### src/spu_params.svh
`ifndef SPU_PARAMS_SVH
`define SPU_PARAMS_SVH

// Register addresses on the plain register port.
`define SPU_ADDR_CTRL 8'h98
`define SPU_ADDR_DATA 8'h99
`define SPU_ADDR_PWR 8'h87
`define SPU_ADDR_CLKSEL 8'hc8
`define SPU_CTRL_RESET 8'h00

// Field positions in the serial control register.
`define SPU_B_MODE_HI 7
`define SPU_B_MODE_LO 6
`define SPU_B_FILTER 5
`define SPU_B_RXEN 4
`define SPU_B_TX9 3
`define SPU_B_RX9 2
`define SPU_B_TXDONE 1
`define SPU_B_RXDONE 0

// Field positions in the power and clock select registers.
`define SPU_B_DOUBLER 7
`define SPU_B_RXT2 5
`define SPU_B_TXT2 4

// Divider counts in clk cycles, oversampling counts in baud ticks; clk stands for twice the CPU clock.
`define SPU_M0_DIV 12
`define SPU_M2_DIV_FAST 2
`define SPU_M2_DIV_SLOW 4
`define SPU_OVS_LAST 4'hf
`define SPU_OVS_MID 4'h7

`endif

### src/spu_pkg.sv
`default_nettype none

package spu_pkg;

    typedef enum logic [1:0] {
        SPU_SHIFT = 2'b00,
        SPU_UART8 = 2'b01,
        SPU_UART9_FIXED = 2'b10,
        SPU_UART9_VAR = 2'b11
    } spu_mode_e;

    typedef enum logic [2:0] {
        TX_IDLE = 3'b000,
        TX_START = 3'b001,
        TX_DATA = 3'b010,
        TX_NINTH = 3'b011,
        TX_STOP = 3'b100,
        TX_SHIFT0 = 3'b101
    } spu_tx_e;

    typedef enum logic [1:0] {
        RX_IDLE = 2'b00,
        RX_START = 2'b01,
        RX_DATA = 2'b10,
        RX_STOP = 2'b11
    } spu_rx_e;

endpackage : spu_pkg

`default_nettype wire

### src/spu_tick_if.sv
`timescale 1ns/10ps
`default_nettype none

interface spu_tick_if;
    logic tx_tick;
    logic rx_tick;
    modport gen (output tx_tick, output rx_tick);
    modport sink (input tx_tick, input rx_tick);
endinterface : spu_tick_if

`default_nettype wire

### src/spu_baud_gen.sv
`timescale 1ns/10ps
`default_nettype none
`include "spu_params.svh"

module spu_baud_gen #(
    parameter int FAST_DIV = `SPU_M2_DIV_FAST,
    parameter int SLOW_DIV = `SPU_M2_DIV_SLOW
) (
    input wire logic clk,
    input wire logic resetn,
    input wire logic [1:0] mode,
    input wire logic doubler,
    input wire logic tx_t2,
    input wire logic rx_t2,
    input wire logic t1_ovf,
    input wire logic t2_ovf,
    spu_tick_if.gen tick
);
    logic t1_half_q;
    logic [2:0] m2_cnt_q;
    logic [2:0] m2_last;
    logic t1_tick;
    logic m2_tick;

    if (FAST_DIV < 1 || SLOW_DIV > 8 || FAST_DIV > SLOW_DIV) begin : g_chk
        $error("spu_baud_gen: unsupported divider");
    end

    // Timer 1 overflows are halved unless the doubler is set.
    always_ff @(posedge clk or negedge resetn) begin
        if (!resetn) begin
            t1_half_q <= 1'b0;
        end else if (t1_ovf) begin
            t1_half_q <= ~t1_half_q;
        end
    end
    assign t1_tick = t1_ovf & (doubler | t1_half_q);

    // Fixed oversampling tick of the fixed-rate nine-bit mode.
    assign m2_last = doubler ? 3'(FAST_DIV - 1) : 3'(SLOW_DIV - 1);
    assign m2_tick = (m2_cnt_q == m2_last);
    always_ff @(posedge clk or negedge resetn) begin
        if (!resetn) begin
            m2_cnt_q <= 3'h0;
        end else if (m2_cnt_q >= m2_last) begin
            m2_cnt_q <= 3'h0;
        end else begin
            m2_cnt_q <= m2_cnt_q + 3'h1;
        end
    end

    // Variable modes take Timer 2 directly or Timer 1 scaled by the doubler.
    assign tick.tx_tick = (mode == 2'b10) ? m2_tick : (tx_t2 ? t2_ovf : t1_tick);
    assign tick.rx_tick = (mode == 2'b10) ? m2_tick : (rx_t2 ? t2_ovf : t1_tick);

    rx_timer2_sel_a: assert property (@(posedge clk) disable iff (!resetn)
        (mode[0] && rx_t2) |-> (tick.rx_tick == t2_ovf))
        else $error("receive tick does not follow Timer 2");

    fixed_rate_slow_a: assert property (@(posedge clk) disable iff (!resetn)
        (m2_tick && !doubler ##1 !doubler [*3]) |=> m2_tick)
        else $error("slow fixed rate tick spacing wrong");

endmodule : spu_baud_gen

`default_nettype wire

### src/spu_top.sv
`timescale 1ns/10ps
`default_nettype none
`include "spu_params.svh"


module spu_top #(
    parameter int M0_DIV = `SPU_M0_DIV
) (
    input wire logic clk,
    input wire logic resetn,
    input wire logic [7:0] reg_addr,
    input wire logic [7:0] reg_wdata,
    input wire logic reg_wr,
    input wire logic reg_rd,
    output logic [7:0] reg_rdata,
    input wire logic timer1_ovf,
    input wire logic timer2_ovf,
    input wire logic rxd_in,
    output logic rxd_out,
    output logic rxd_oe,
    output logic txd
);
    logic [7:0] ctrl_q;
    logic [7:0] rx_buf_q;
    logic [7:0] rdata_q;
    logic doubler_q;
    logic rx_t2_q;
    logic tx_t2_q;
    logic rxd_m_q;
    logic rxd_s_q;
    spu_pkg::spu_tx_e tx_st_q;
    logic [7:0] sh_q;
    logic [3:0] bit_q;
    logic [3:0] tcnt_q;
    logic [3:0] div_q;
    logic m0_rx_q;
    logic txd_q;
    logic rxd_out_q;
    logic rxd_oe_q;
    logic [1:0] mode;
    logic mode0;
    logic nine;
    logic filter;
    logic ren;
    logic data_wr;
    logic ctrl_wr;
    logic tx_bit_end;
    logic m0_end;
    logic m0_done;
    logic ti_set;
    logic ri_set;
    logic rx_accept;
    logic rb8_load;
    logic rb8_val;
    logic u_done;
    logic [7:0] u_data;
    logic u_ninth;
    logic u_stop;

    spu_tick_if tick_if ();

    if (M0_DIV < 2 || M0_DIV > 16) begin : g_chk
        $error("spu_top: shift divider out of range");
    end

    assign mode = ctrl_q[`SPU_B_MODE_HI:`SPU_B_MODE_LO];
    assign mode0 = (mode == spu_pkg::SPU_SHIFT);
    assign nine = mode[1];
    assign filter = ctrl_q[`SPU_B_FILTER];
    assign ren = ctrl_q[`SPU_B_RXEN];
    assign data_wr = reg_wr && (reg_addr == `SPU_ADDR_DATA);
    assign ctrl_wr = reg_wr && (reg_addr == `SPU_ADDR_CTRL);

    // Two-stage synchroniser on the serial input pin.
    always_ff @(posedge clk or negedge resetn) begin
        if (!resetn) begin
            rxd_m_q <= 1'b1;
            rxd_s_q <= 1'b1;
        end else begin
            rxd_m_q <= rxd_in;
            rxd_s_q <= rxd_m_q;
        end
    end

    spu_baud_gen u_baud (
        .clk (clk),
        .resetn (resetn),
        .mode (mode),
        .doubler (doubler_q),
        .tx_t2 (tx_t2_q),
        .rx_t2 (rx_t2_q),
        .t1_ovf (timer1_ovf),
        .t2_ovf (timer2_ovf),
        .tick (tick_if.gen)
    );

    spu_uart_rx u_rx (
        .clk (clk),
        .resetn (resetn),
        .tick (tick_if.rx_tick),
        .rxd (rxd_s_q),
        .enable (ren && !mode0),
        .nine (nine),
        .done_q (u_done),
        .data_q (u_data),
        .ninth_q (u_ninth),
        .stop_q (u_stop)
    );

    assign tx_bit_end = tick_if.tx_tick && (tcnt_q == `SPU_OVS_LAST);
    assign m0_end = (div_q == 4'(M0_DIV - 1));
    assign m0_done = (tx_st_q == spu_pkg::TX_SHIFT0) && m0_end && (bit_q == 4'h7);

    // Transmit engine; shift register mode also uses it for reception.
    always_ff @(posedge clk or negedge resetn) begin
        if (!resetn) begin
            tx_st_q <= spu_pkg::TX_IDLE;
            sh_q <= 8'h00;
            bit_q <= 4'h0;
            tcnt_q <= 4'h0;
            div_q <= 4'h0;
            m0_rx_q <= 1'b0;
        end else begin
            case (tx_st_q)
                spu_pkg::TX_IDLE: begin
                    tcnt_q <= 4'h0;
                    bit_q <= 4'h0;
                    div_q <= 4'h0;
                    if (data_wr) begin
                        sh_q <= reg_wdata;
                        m0_rx_q <= 1'b0;
                        tx_st_q <= mode0 ? spu_pkg::TX_SHIFT0 : spu_pkg::TX_START;
                    end else if (mode0 && ren && !ctrl_q[`SPU_B_RXDONE]) begin
                        m0_rx_q <= 1'b1;
                        tx_st_q <= spu_pkg::TX_SHIFT0;
                    end
                end
                spu_pkg::TX_SHIFT0: begin
                    div_q <= m0_end ? 4'h0 : div_q + 4'h1;
                    if (m0_end) begin
                        sh_q <= {m0_rx_q ? rxd_s_q : 1'b0, sh_q[7:1]};
                        bit_q <= bit_q + 4'h1;
                        if (bit_q == 4'h7) begin
                            tx_st_q <= spu_pkg::TX_IDLE;
                        end
                    end
                end
                default: begin
                    if (tick_if.tx_tick) begin
                        tcnt_q <= tcnt_q + 4'h1;
                    end
                    if (tx_bit_end) begin
                        case (tx_st_q)
                            spu_pkg::TX_START: tx_st_q <= spu_pkg::TX_DATA;
                            spu_pkg::TX_DATA: begin
                                sh_q <= {1'b0, sh_q[7:1]};
                                bit_q <= bit_q + 4'h1;
                                if (bit_q == 4'h7) begin
                                    tx_st_q <= nine ? spu_pkg::TX_NINTH : spu_pkg::TX_STOP;
                                end
                            end
                            spu_pkg::TX_NINTH: tx_st_q <= spu_pkg::TX_STOP;
                            default: tx_st_q <= spu_pkg::TX_IDLE;
                        endcase
                    end
                end
            endcase
        end
    end

    // Line drivers; in shift mode the transmit pin carries the shift clock.
    always_ff @(posedge clk or negedge resetn) begin
        if (!resetn) begin
            txd_q <= 1'b1;
            rxd_out_q <= 1'b1;
            rxd_oe_q <= 1'b0;
        end else begin
            case (tx_st_q)
                spu_pkg::TX_START: txd_q <= 1'b0;
                spu_pkg::TX_DATA: txd_q <= sh_q[0];
                spu_pkg::TX_NINTH: txd_q <= ctrl_q[`SPU_B_TX9];
                spu_pkg::TX_SHIFT0: txd_q <= (div_q >= 4'(M0_DIV / 2));
                default: txd_q <= 1'b1;
            endcase
            rxd_out_q <= sh_q[0];
            rxd_oe_q <= (tx_st_q == spu_pkg::TX_SHIFT0) && !m0_rx_q;
        end
    end
    assign txd = txd_q;
    assign rxd_out = rxd_out_q;
    assign rxd_oe = rxd_oe_q;

    // Flag events and the multiprocessor filter.
    assign ti_set = (m0_done && !m0_rx_q) || (tx_bit_end && (tx_st_q == spu_pkg::TX_NINTH
        || (tx_st_q == spu_pkg::TX_DATA && bit_q == 4'h7 && !nine)));
    always_comb begin
        case (mode)
            spu_pkg::SPU_UART8: rx_accept = !filter || u_stop;
            spu_pkg::SPU_UART9_FIXED, spu_pkg::SPU_UART9_VAR: begin
                rx_accept = !filter || u_ninth;
            end
            default: rx_accept = 1'b0;
        endcase
    end
    assign ri_set = (m0_done && m0_rx_q) || (u_done && rx_accept);
    assign rb8_load = u_done && rx_accept && (nine || !filter);
    assign rb8_val = nine ? u_ninth : u_stop;

    // Control register; a hardware set beats a software clear in the same cycle.
    always_ff @(posedge clk or negedge resetn) begin
        if (!resetn) begin
            ctrl_q <= `SPU_CTRL_RESET;
        end else begin
            if (ctrl_wr) begin
                ctrl_q <= reg_wdata;
            end
            if (ti_set) begin
                ctrl_q[`SPU_B_TXDONE] <= 1'b1;
            end
            if (ri_set) begin
                ctrl_q[`SPU_B_RXDONE] <= 1'b1;
            end
            if (rb8_load) begin
                ctrl_q[`SPU_B_RX9] <= rb8_val;
            end
        end
    end

    always_ff @(posedge clk or negedge resetn) begin
        if (!resetn) begin
            rx_buf_q <= 8'h00;
        end else if (m0_done && m0_rx_q) begin
            rx_buf_q <= {rxd_s_q, sh_q[7:1]};
        end else if (u_done && rx_accept) begin
            rx_buf_q <= u_data;
        end
    end

    always_ff @(posedge clk or negedge resetn) begin
        if (!resetn) begin
            doubler_q <= 1'b0;
            rx_t2_q <= 1'b0;
            tx_t2_q <= 1'b0;
        end else if (reg_wr && reg_addr == `SPU_ADDR_PWR) begin
            doubler_q <= reg_wdata[`SPU_B_DOUBLER];
        end else if (reg_wr && reg_addr == `SPU_ADDR_CLKSEL) begin
            rx_t2_q <= reg_wdata[`SPU_B_RXT2];
            tx_t2_q <= reg_wdata[`SPU_B_TXT2];
        end
    end

    // Read data stands in the cycle after the read strobe only.
    always_ff @(posedge clk or negedge resetn) begin
        if (!resetn) begin
            rdata_q <= 8'h00;
        end else if (!reg_rd) begin
            rdata_q <= 8'h00;
        end else begin
            case (reg_addr)
                `SPU_ADDR_CTRL: rdata_q <= ctrl_q;
                `SPU_ADDR_DATA: rdata_q <= rx_buf_q;
                `SPU_ADDR_PWR: rdata_q <= {doubler_q, 7'h00};
                `SPU_ADDR_CLKSEL: rdata_q <= {2'h0, rx_t2_q, tx_t2_q, 4'h0};
                default: rdata_q <= 8'h00;
            endcase
        end
    end
    assign reg_rdata = rdata_q;

    filter_ninth_a: assert property (@(posedge clk) disable iff (!resetn)
        (u_done && nine && filter && !u_ninth && !ctrl_wr)
        |=> ctrl_q[`SPU_B_RXDONE] == $past(ctrl_q[`SPU_B_RXDONE]))
        else $error("receive flag raised for ninth bit zero");

    filter_stop_a: assert property (@(posedge clk) disable iff (!resetn)
        (u_done && mode == 2'b01 && filter && !u_stop && !ctrl_wr && !m0_done)
        |=> ctrl_q[`SPU_B_RXDONE] == $past(ctrl_q[`SPU_B_RXDONE]))
        else $error("receive flag raised for bad stop bit");

    ninth_sent_a: assert property (@(posedge clk) disable iff (!resetn)
        (tx_st_q == spu_pkg::TX_NINTH) |=> txd_q == $past(ctrl_q[`SPU_B_TX9]))
        else $error("ninth transmit bit wrong on the line");

    ninth_recv_a: assert property (@(posedge clk) disable iff (!resetn)
        (u_done && rx_accept && nine) |=> ctrl_q[`SPU_B_RX9] == $past(u_ninth))
        else $error("received ninth bit not stored");

    tx_flag_a: assert property (@(posedge clk) disable iff (!resetn)
        (tx_bit_end && tx_st_q == spu_pkg::TX_NINTH)
        |=> ctrl_q[`SPU_B_TXDONE] && tx_st_q == spu_pkg::TX_STOP)
        else $error("transmit flag not set at stop start");

    shift_rx_flag_a: assert property (@(posedge clk) disable iff (!resetn)
        (m0_done && m0_rx_q) |=> ctrl_q[`SPU_B_RXDONE] && tx_st_q == spu_pkg::TX_IDLE)
        else $error("receive flag not set after eighth shift bit");

    shift_time_a: assert property (@(posedge clk) disable iff (!resetn)
        (tx_st_q == spu_pkg::TX_SHIFT0 && div_q == 4'h0 && bit_q == 4'h0)
        |-> ##95 (tx_st_q == spu_pkg::TX_SHIFT0) ##1 (tx_st_q == spu_pkg::TX_IDLE))
        else $error("shift mode byte not 96 clocks long");

endmodule : spu_top

`default_nettype wire

### src/spu_uart_rx.sv
`timescale 1ns/10ps
`default_nettype none
`include "spu_params.svh"

module spu_uart_rx (
    input wire logic clk,
    input wire logic resetn,
    input wire logic tick,
    input wire logic rxd,
    input wire logic enable,
    input wire logic nine,
    output logic done_q,
    output logic [7:0] data_q,
    output logic ninth_q,
    output logic stop_q
);
    spu_pkg::spu_rx_e st_q;
    logic [3:0] cnt_q;
    logic [3:0] bit_q;
    logic prev_q;

    always_ff @(posedge clk or negedge resetn) begin
        if (!resetn) begin
            prev_q <= 1'b1;
        end else begin
            prev_q <= rxd;
        end
    end

    // Each bit is sixteen ticks long and sampled at its middle.
    always_ff @(posedge clk or negedge resetn) begin
        if (!resetn) begin
            st_q <= spu_pkg::RX_IDLE;
            cnt_q <= 4'h0;
            bit_q <= 4'h0;
            done_q <= 1'b0;
            data_q <= 8'h00;
            ninth_q <= 1'b0;
            stop_q <= 1'b0;
        end else begin
            done_q <= 1'b0;
            if (!enable) begin
                st_q <= spu_pkg::RX_IDLE;
            end else begin
                case (st_q)
                    spu_pkg::RX_IDLE: begin
                        cnt_q <= 4'h0;
                        bit_q <= 4'h0;
                        if (prev_q && !rxd) begin
                            st_q <= spu_pkg::RX_START;
                        end
                    end
                    spu_pkg::RX_START: begin
                        if (tick) begin
                            cnt_q <= cnt_q + 4'h1;
                            if (cnt_q == `SPU_OVS_MID && rxd) begin
                                st_q <= spu_pkg::RX_IDLE;
                            end else if (cnt_q == `SPU_OVS_LAST) begin
                                st_q <= spu_pkg::RX_DATA;
                            end
                        end
                    end
                    spu_pkg::RX_DATA: begin
                        if (tick) begin
                            cnt_q <= cnt_q + 4'h1;
                            if (cnt_q == `SPU_OVS_MID) begin
                                if (bit_q[3]) begin
                                    ninth_q <= rxd;
                                end else begin
                                    data_q[bit_q[2:0]] <= rxd;
                                end
                            end
                            if (cnt_q == `SPU_OVS_LAST) begin
                                bit_q <= bit_q + 4'h1;
                                if (bit_q == (nine ? 4'h8 : 4'h7)) begin
                                    st_q <= spu_pkg::RX_STOP;
                                end
                            end
                        end
                    end
                    spu_pkg::RX_STOP: begin
                        if (tick) begin
                            cnt_q <= cnt_q + 4'h1;
                            if (cnt_q == `SPU_OVS_MID) begin
                                stop_q <= rxd;
                                done_q <= 1'b1;
                                st_q <= spu_pkg::RX_IDLE;
                            end
                        end
                    end
                    default: st_q <= spu_pkg::RX_IDLE;
                endcase
            end
        end
    end

    rx_disable_a: assert property (@(posedge clk) disable iff (!resetn)
        !enable |=> (st_q == spu_pkg::RX_IDLE) && !done_q)
        else $error("receiver active while disabled");

endmodule : spu_uart_rx

`default_nettype wire
### config.mk
export PLATFORM = sky130hd
export DESIGN_NAME = spu_top
export DESIGN_NICKNAME = d
export VERILOG_FILES = /design/src/spu_pkg.sv /design/src/spu_tick_if.sv /design/src/spu_baud_gen.sv /design/src/spu_top.sv /design/src/spu_uart_rx.sv
export VERILOG_INCLUDE_DIRS = /design/src
export SDC_FILE = /design/constraint.sdc
export NUM_CORES = 1
export LEC_CHECK = 0
export ABC_CLOCK_PERIOD_IN_PS = 6400
export BUFFER_PORTS_ARGS = -buffer_cell sky130_fd_sc_hd__buf_2
export CAP_MARGIN = 20
export CORE_MARGIN = 4
export CORE_UTILIZATION = 30
export CTS_BUF_LIST = sky130_fd_sc_hd__clkbuf_4 sky130_fd_sc_hd__clkbuf_8 sky130_fd_sc_hd__clkbuf_16
export DETAILED_ROUTE_END_ITERATION = 8
export PLACE_DENSITY = 0.45
export SLEW_MARGIN = 0
export SYNTH_ARGS = -nofsm -noshare
export SYNTH_HDL_FRONTEND = slang
export SYNTH_SLANG_ARGS = --single-unit
### constraint.sdc
create_clock -name clk -period 6.4 [get_ports clk]
set_input_delay 1.28 -clock clk [delete_from_list [all_inputs] [get_ports clk]]
set_output_delay 1.28 -clock clk [all_outputs]
set_load 0.05 [all_outputs]
==> impl_metrics.tcl <==
set metrics [dict create \
    hold_ws_ps 355 \
    first_pass_iters 4 \
    cp.required_ps 6630 \
    viasPerCell 5.26 \
    core_um2 14000 \
    cp_slowest_cell "nor4b_1" \
    drt_iter0_markers 201 \
    yosys_warnings 0 \
    p_leak_nw 2.33 \
    antenna_found_initial 0 \
    finish.utilization_pct 35.6 \
    cp-end-kind "register" \
    p_per_area_nw_per_um2 279 \
    routed_wl_um 10200 \
    reg2reg_from "tx_st_q[1]" \
    synthesis.nets 445 \
    yosysTopAreaCellShare_pct 44.4 \
    fin_nets 477 \
    ys_seq_elements 82 \
    clk_pin_slew_ps 60 \
    tightest_slew_ps 877 \
    ir_drop_uv 107 \
    io_buffers 33 \
    seqCellArea_um2 2060 \
    num-fill-cells 1408 \
    maxCapViolations 0 \
    r2r-end "rx_buf_q[5]" \
    fp.dieW_um 128 \
    p_seq_share_pct 44.2 \
    cts.path.max_buffers 2 \
    rsz0062_at_grt "no" \
    clock_skew_ps 9.79 \
    first_global_vias 3282 \
    fin_ws_ps 3560 \
    intPower_mw 1.01 \
    yosysSeqAreaShare_pct 47.4 \
    root_buffer "clkbuf_16" \
    routed-via-count 3316 \
    power_mw 1.40 \
    clock.fmax_mhz 352 \
    gp_congestion 0.784 \
    hold_path.startpoint "rxd_m_q" \
    status "complete, no violations" \
    grt_pass1_wl_um 17000 \
    h-tree-depth 3 \
    setup_violations 0 \
    synth_top_area_cell "dfrtp_1" \
    ant_nets 0 \
    postSynthAreaPerCell_um2 10.5 \
    num_antenna_cells 0 \
    synth_edf_count 0 \
    period_share_pct 44.4 \
    reg2reg_depth 4 \
    drc 0 \
    io_pins 34 \
    p_sw_share_pct 27.6 \
    cts_tree "done" \
    worstHoldPathType "register to register" \
    synth_top_flop_cell "dfrtp_1" \
    setup_tns_ps 0 \
    die_h_um 128 \
    regToRegSetupSlack_ps 3920 \
    holdPathStages 0 \
    fin_crit_ps 2840 \
    max-slew-margin-rel_pct 41.5 \
    mappedNetlistArea_um2 4340 \
    slowest_delay_ps 490 \
    drive_gt1_share_pct 23.1 \
    power.switching_mw 0.385 \
    clock_latency_ps 340 \
    hold-path-endpoint "rxd_s_q" \
    multi_input_area_um2 2160 \
    clkSinkCount 82 \
    cts_setup_buffers 0 \
    cts_buffers 9 \
    netlist-cell-type-count 67 \
    grt-ovfl-total 0 \
    worstPathArrival_ps 3070 \
    combPwrFrac_pct 15.5 \
    postSynth.asyncResetShare_pct 100 \
    cp-startpoint "reg_addr[1]" \
    ctsHoldBuffers 0 \
    crit_type "input port to register" \
    cp-start-kind "input port" \
    num_rows 43 \
    synth_area_leaders "dfrtp_1 (44%), mux2_2 (8.6%), mux2i_1 (4.6%)" \
    slew_violations 0 \
    track_usage_pct 13.1 \
    hold_violations 0 \
    power.share.clock_pct 40.4 \
    post-place-ws_ps 3220 \
    syn_inst 414 \
    cp_max_fo 4 \
    crit_chain "buf_2 -> nor4b_1 -> and4_1 -> o22ai_1 -> a211oi_2 -> mux2_2" \
    syn2layout_area_growth_pct 15.3 \
    start_util_pct 30.9 \
    post_cts_resized 0 \
    grt_max_degree 69 \
    dieArea_um2 16400 \
    hpwl_um 7470 \
    avgRoutedWirePerCell_um 16.2 \
]
## power by group through the flow
stage | sequential [mW] | clock (mW) | combinational, mW
after floorplan | 0.634 | 0 | 0.141
after global placement | 0.627 | 0 | 0.215
after detailed placement | 0.627 | 0 | 0.221
after CTS | 0.618 | 0.583 | 0.221
after global routing | 0.626 | 0.605 | 0.250
final | 0.618 | 0.564 | 0.216
## final cells by class
| cell class | instances | area share [%] |
|---|---|---|
| clock buffers | 11 | 4.93 |
| clock inverters | 5 | 1.55 |
| inverters | 13 | 0.975 |
| multi-input cells | 304 | 43.1 |
| flip-flops and latches | 82 | 41.1 |
| well taps | 180 | 4.50 |
| repair buffers | 36 | 3.80 |
## worst max-delay path: cells and delay by family
family,cells,cell delay (ps)
AND/OR/NAND/NOR,2,900
buffers and inverters,1,110
AO/OA/AOI/OAI,2,420
multiplexers,1,360
## worst max path at each step
stage,end,slack [ps],cells past startpoint
floorplan,tx_st_q[0],3640,5
global placement,tx_st_q[0],3260,6
detailed placement,tx_st_q[0],3220,6
CTS,tx_st_q[0],3590,6
global route,tx_st_q[0],3380,6
finish,tx_st_q[0],3560,6
## per-stage QoR
stage          instances  area (µm²)
2_1_floorplan        414        4340
3_3_place_gp         615        4680
3_5_place_dp         615        4680
4_1_cts              631        5000
5_1_grt              631        5000
6_report             631        5000
## per-layer routing
layer,vias up,track usage [%],part of all wire (%)
li1,1604,-,-
met1,1664,16.6,46
met2,36,22.3,50
met3,12,2.58,2.5
met4,0,4.74,1.5
met5,-,0,0
## sequential cells by signal (all words and copies together), names as in the netlist, 8 cells and up
signal       cells
reg_rdata        8
u_rx.data_q      8
ctrl_q           8
rx_buf_q         8
sh_q             8
## synth_stat cells, types with 6 or more instances
cell type and count:
and3_1 7, nor2_1 34, mux2_2 33, inv_1 13
nor2b_1 9, nor4_1 12, mux2i_1 20, nand4_1 6
nand2_1 30, a21oi_1 20, o21ai_0 22, nand3_1 13
dfrtp_1 77, clkbuf_1 7, ha_1 8, a31oi_1 6
## placed cells by master (no fill, tap or decap), drive strengths merged, types with 3 or more instances in the layout
cell type / count
dfstp: 5
clkbuf: 11
o22ai: 4
buf: 36
nand2b: 4
or4b: 3
nand2: 30
a21oi: 20
ha: 8
nand3b: 4
a22oi: 5
a21o: 4
nor2b: 9
nand3: 13
nor3: 3
nor2: 34
mux2i: 20
or3: 3
a32o: 3
dfrtp: 77
o21ai: 24
and2: 6
a31oi: 7
and3b: 4
nor4: 13
nand4: 7
o211ai: 3
and3: 7
mux2: 33
or2: 3
inv: 13
a211oi: 3
## kinds of logic (layout without fill, tap and decap cells)
logic type | count (synthesis) | after routing | share of synthesized area [%]
mux | 53 | 53 | 13.2
compound gates | 93 | 93 | 15.1
buf+inv | 28 | 65 | 2.83
xor+xnor | 2 | 2 | 0.404
simple gates | 148 | 148 | 18.8
fa+ha+maj | 8 | 8 | 2.31
flops | 82 | 82 | 47.4
(Power assumes the default switching activity.)
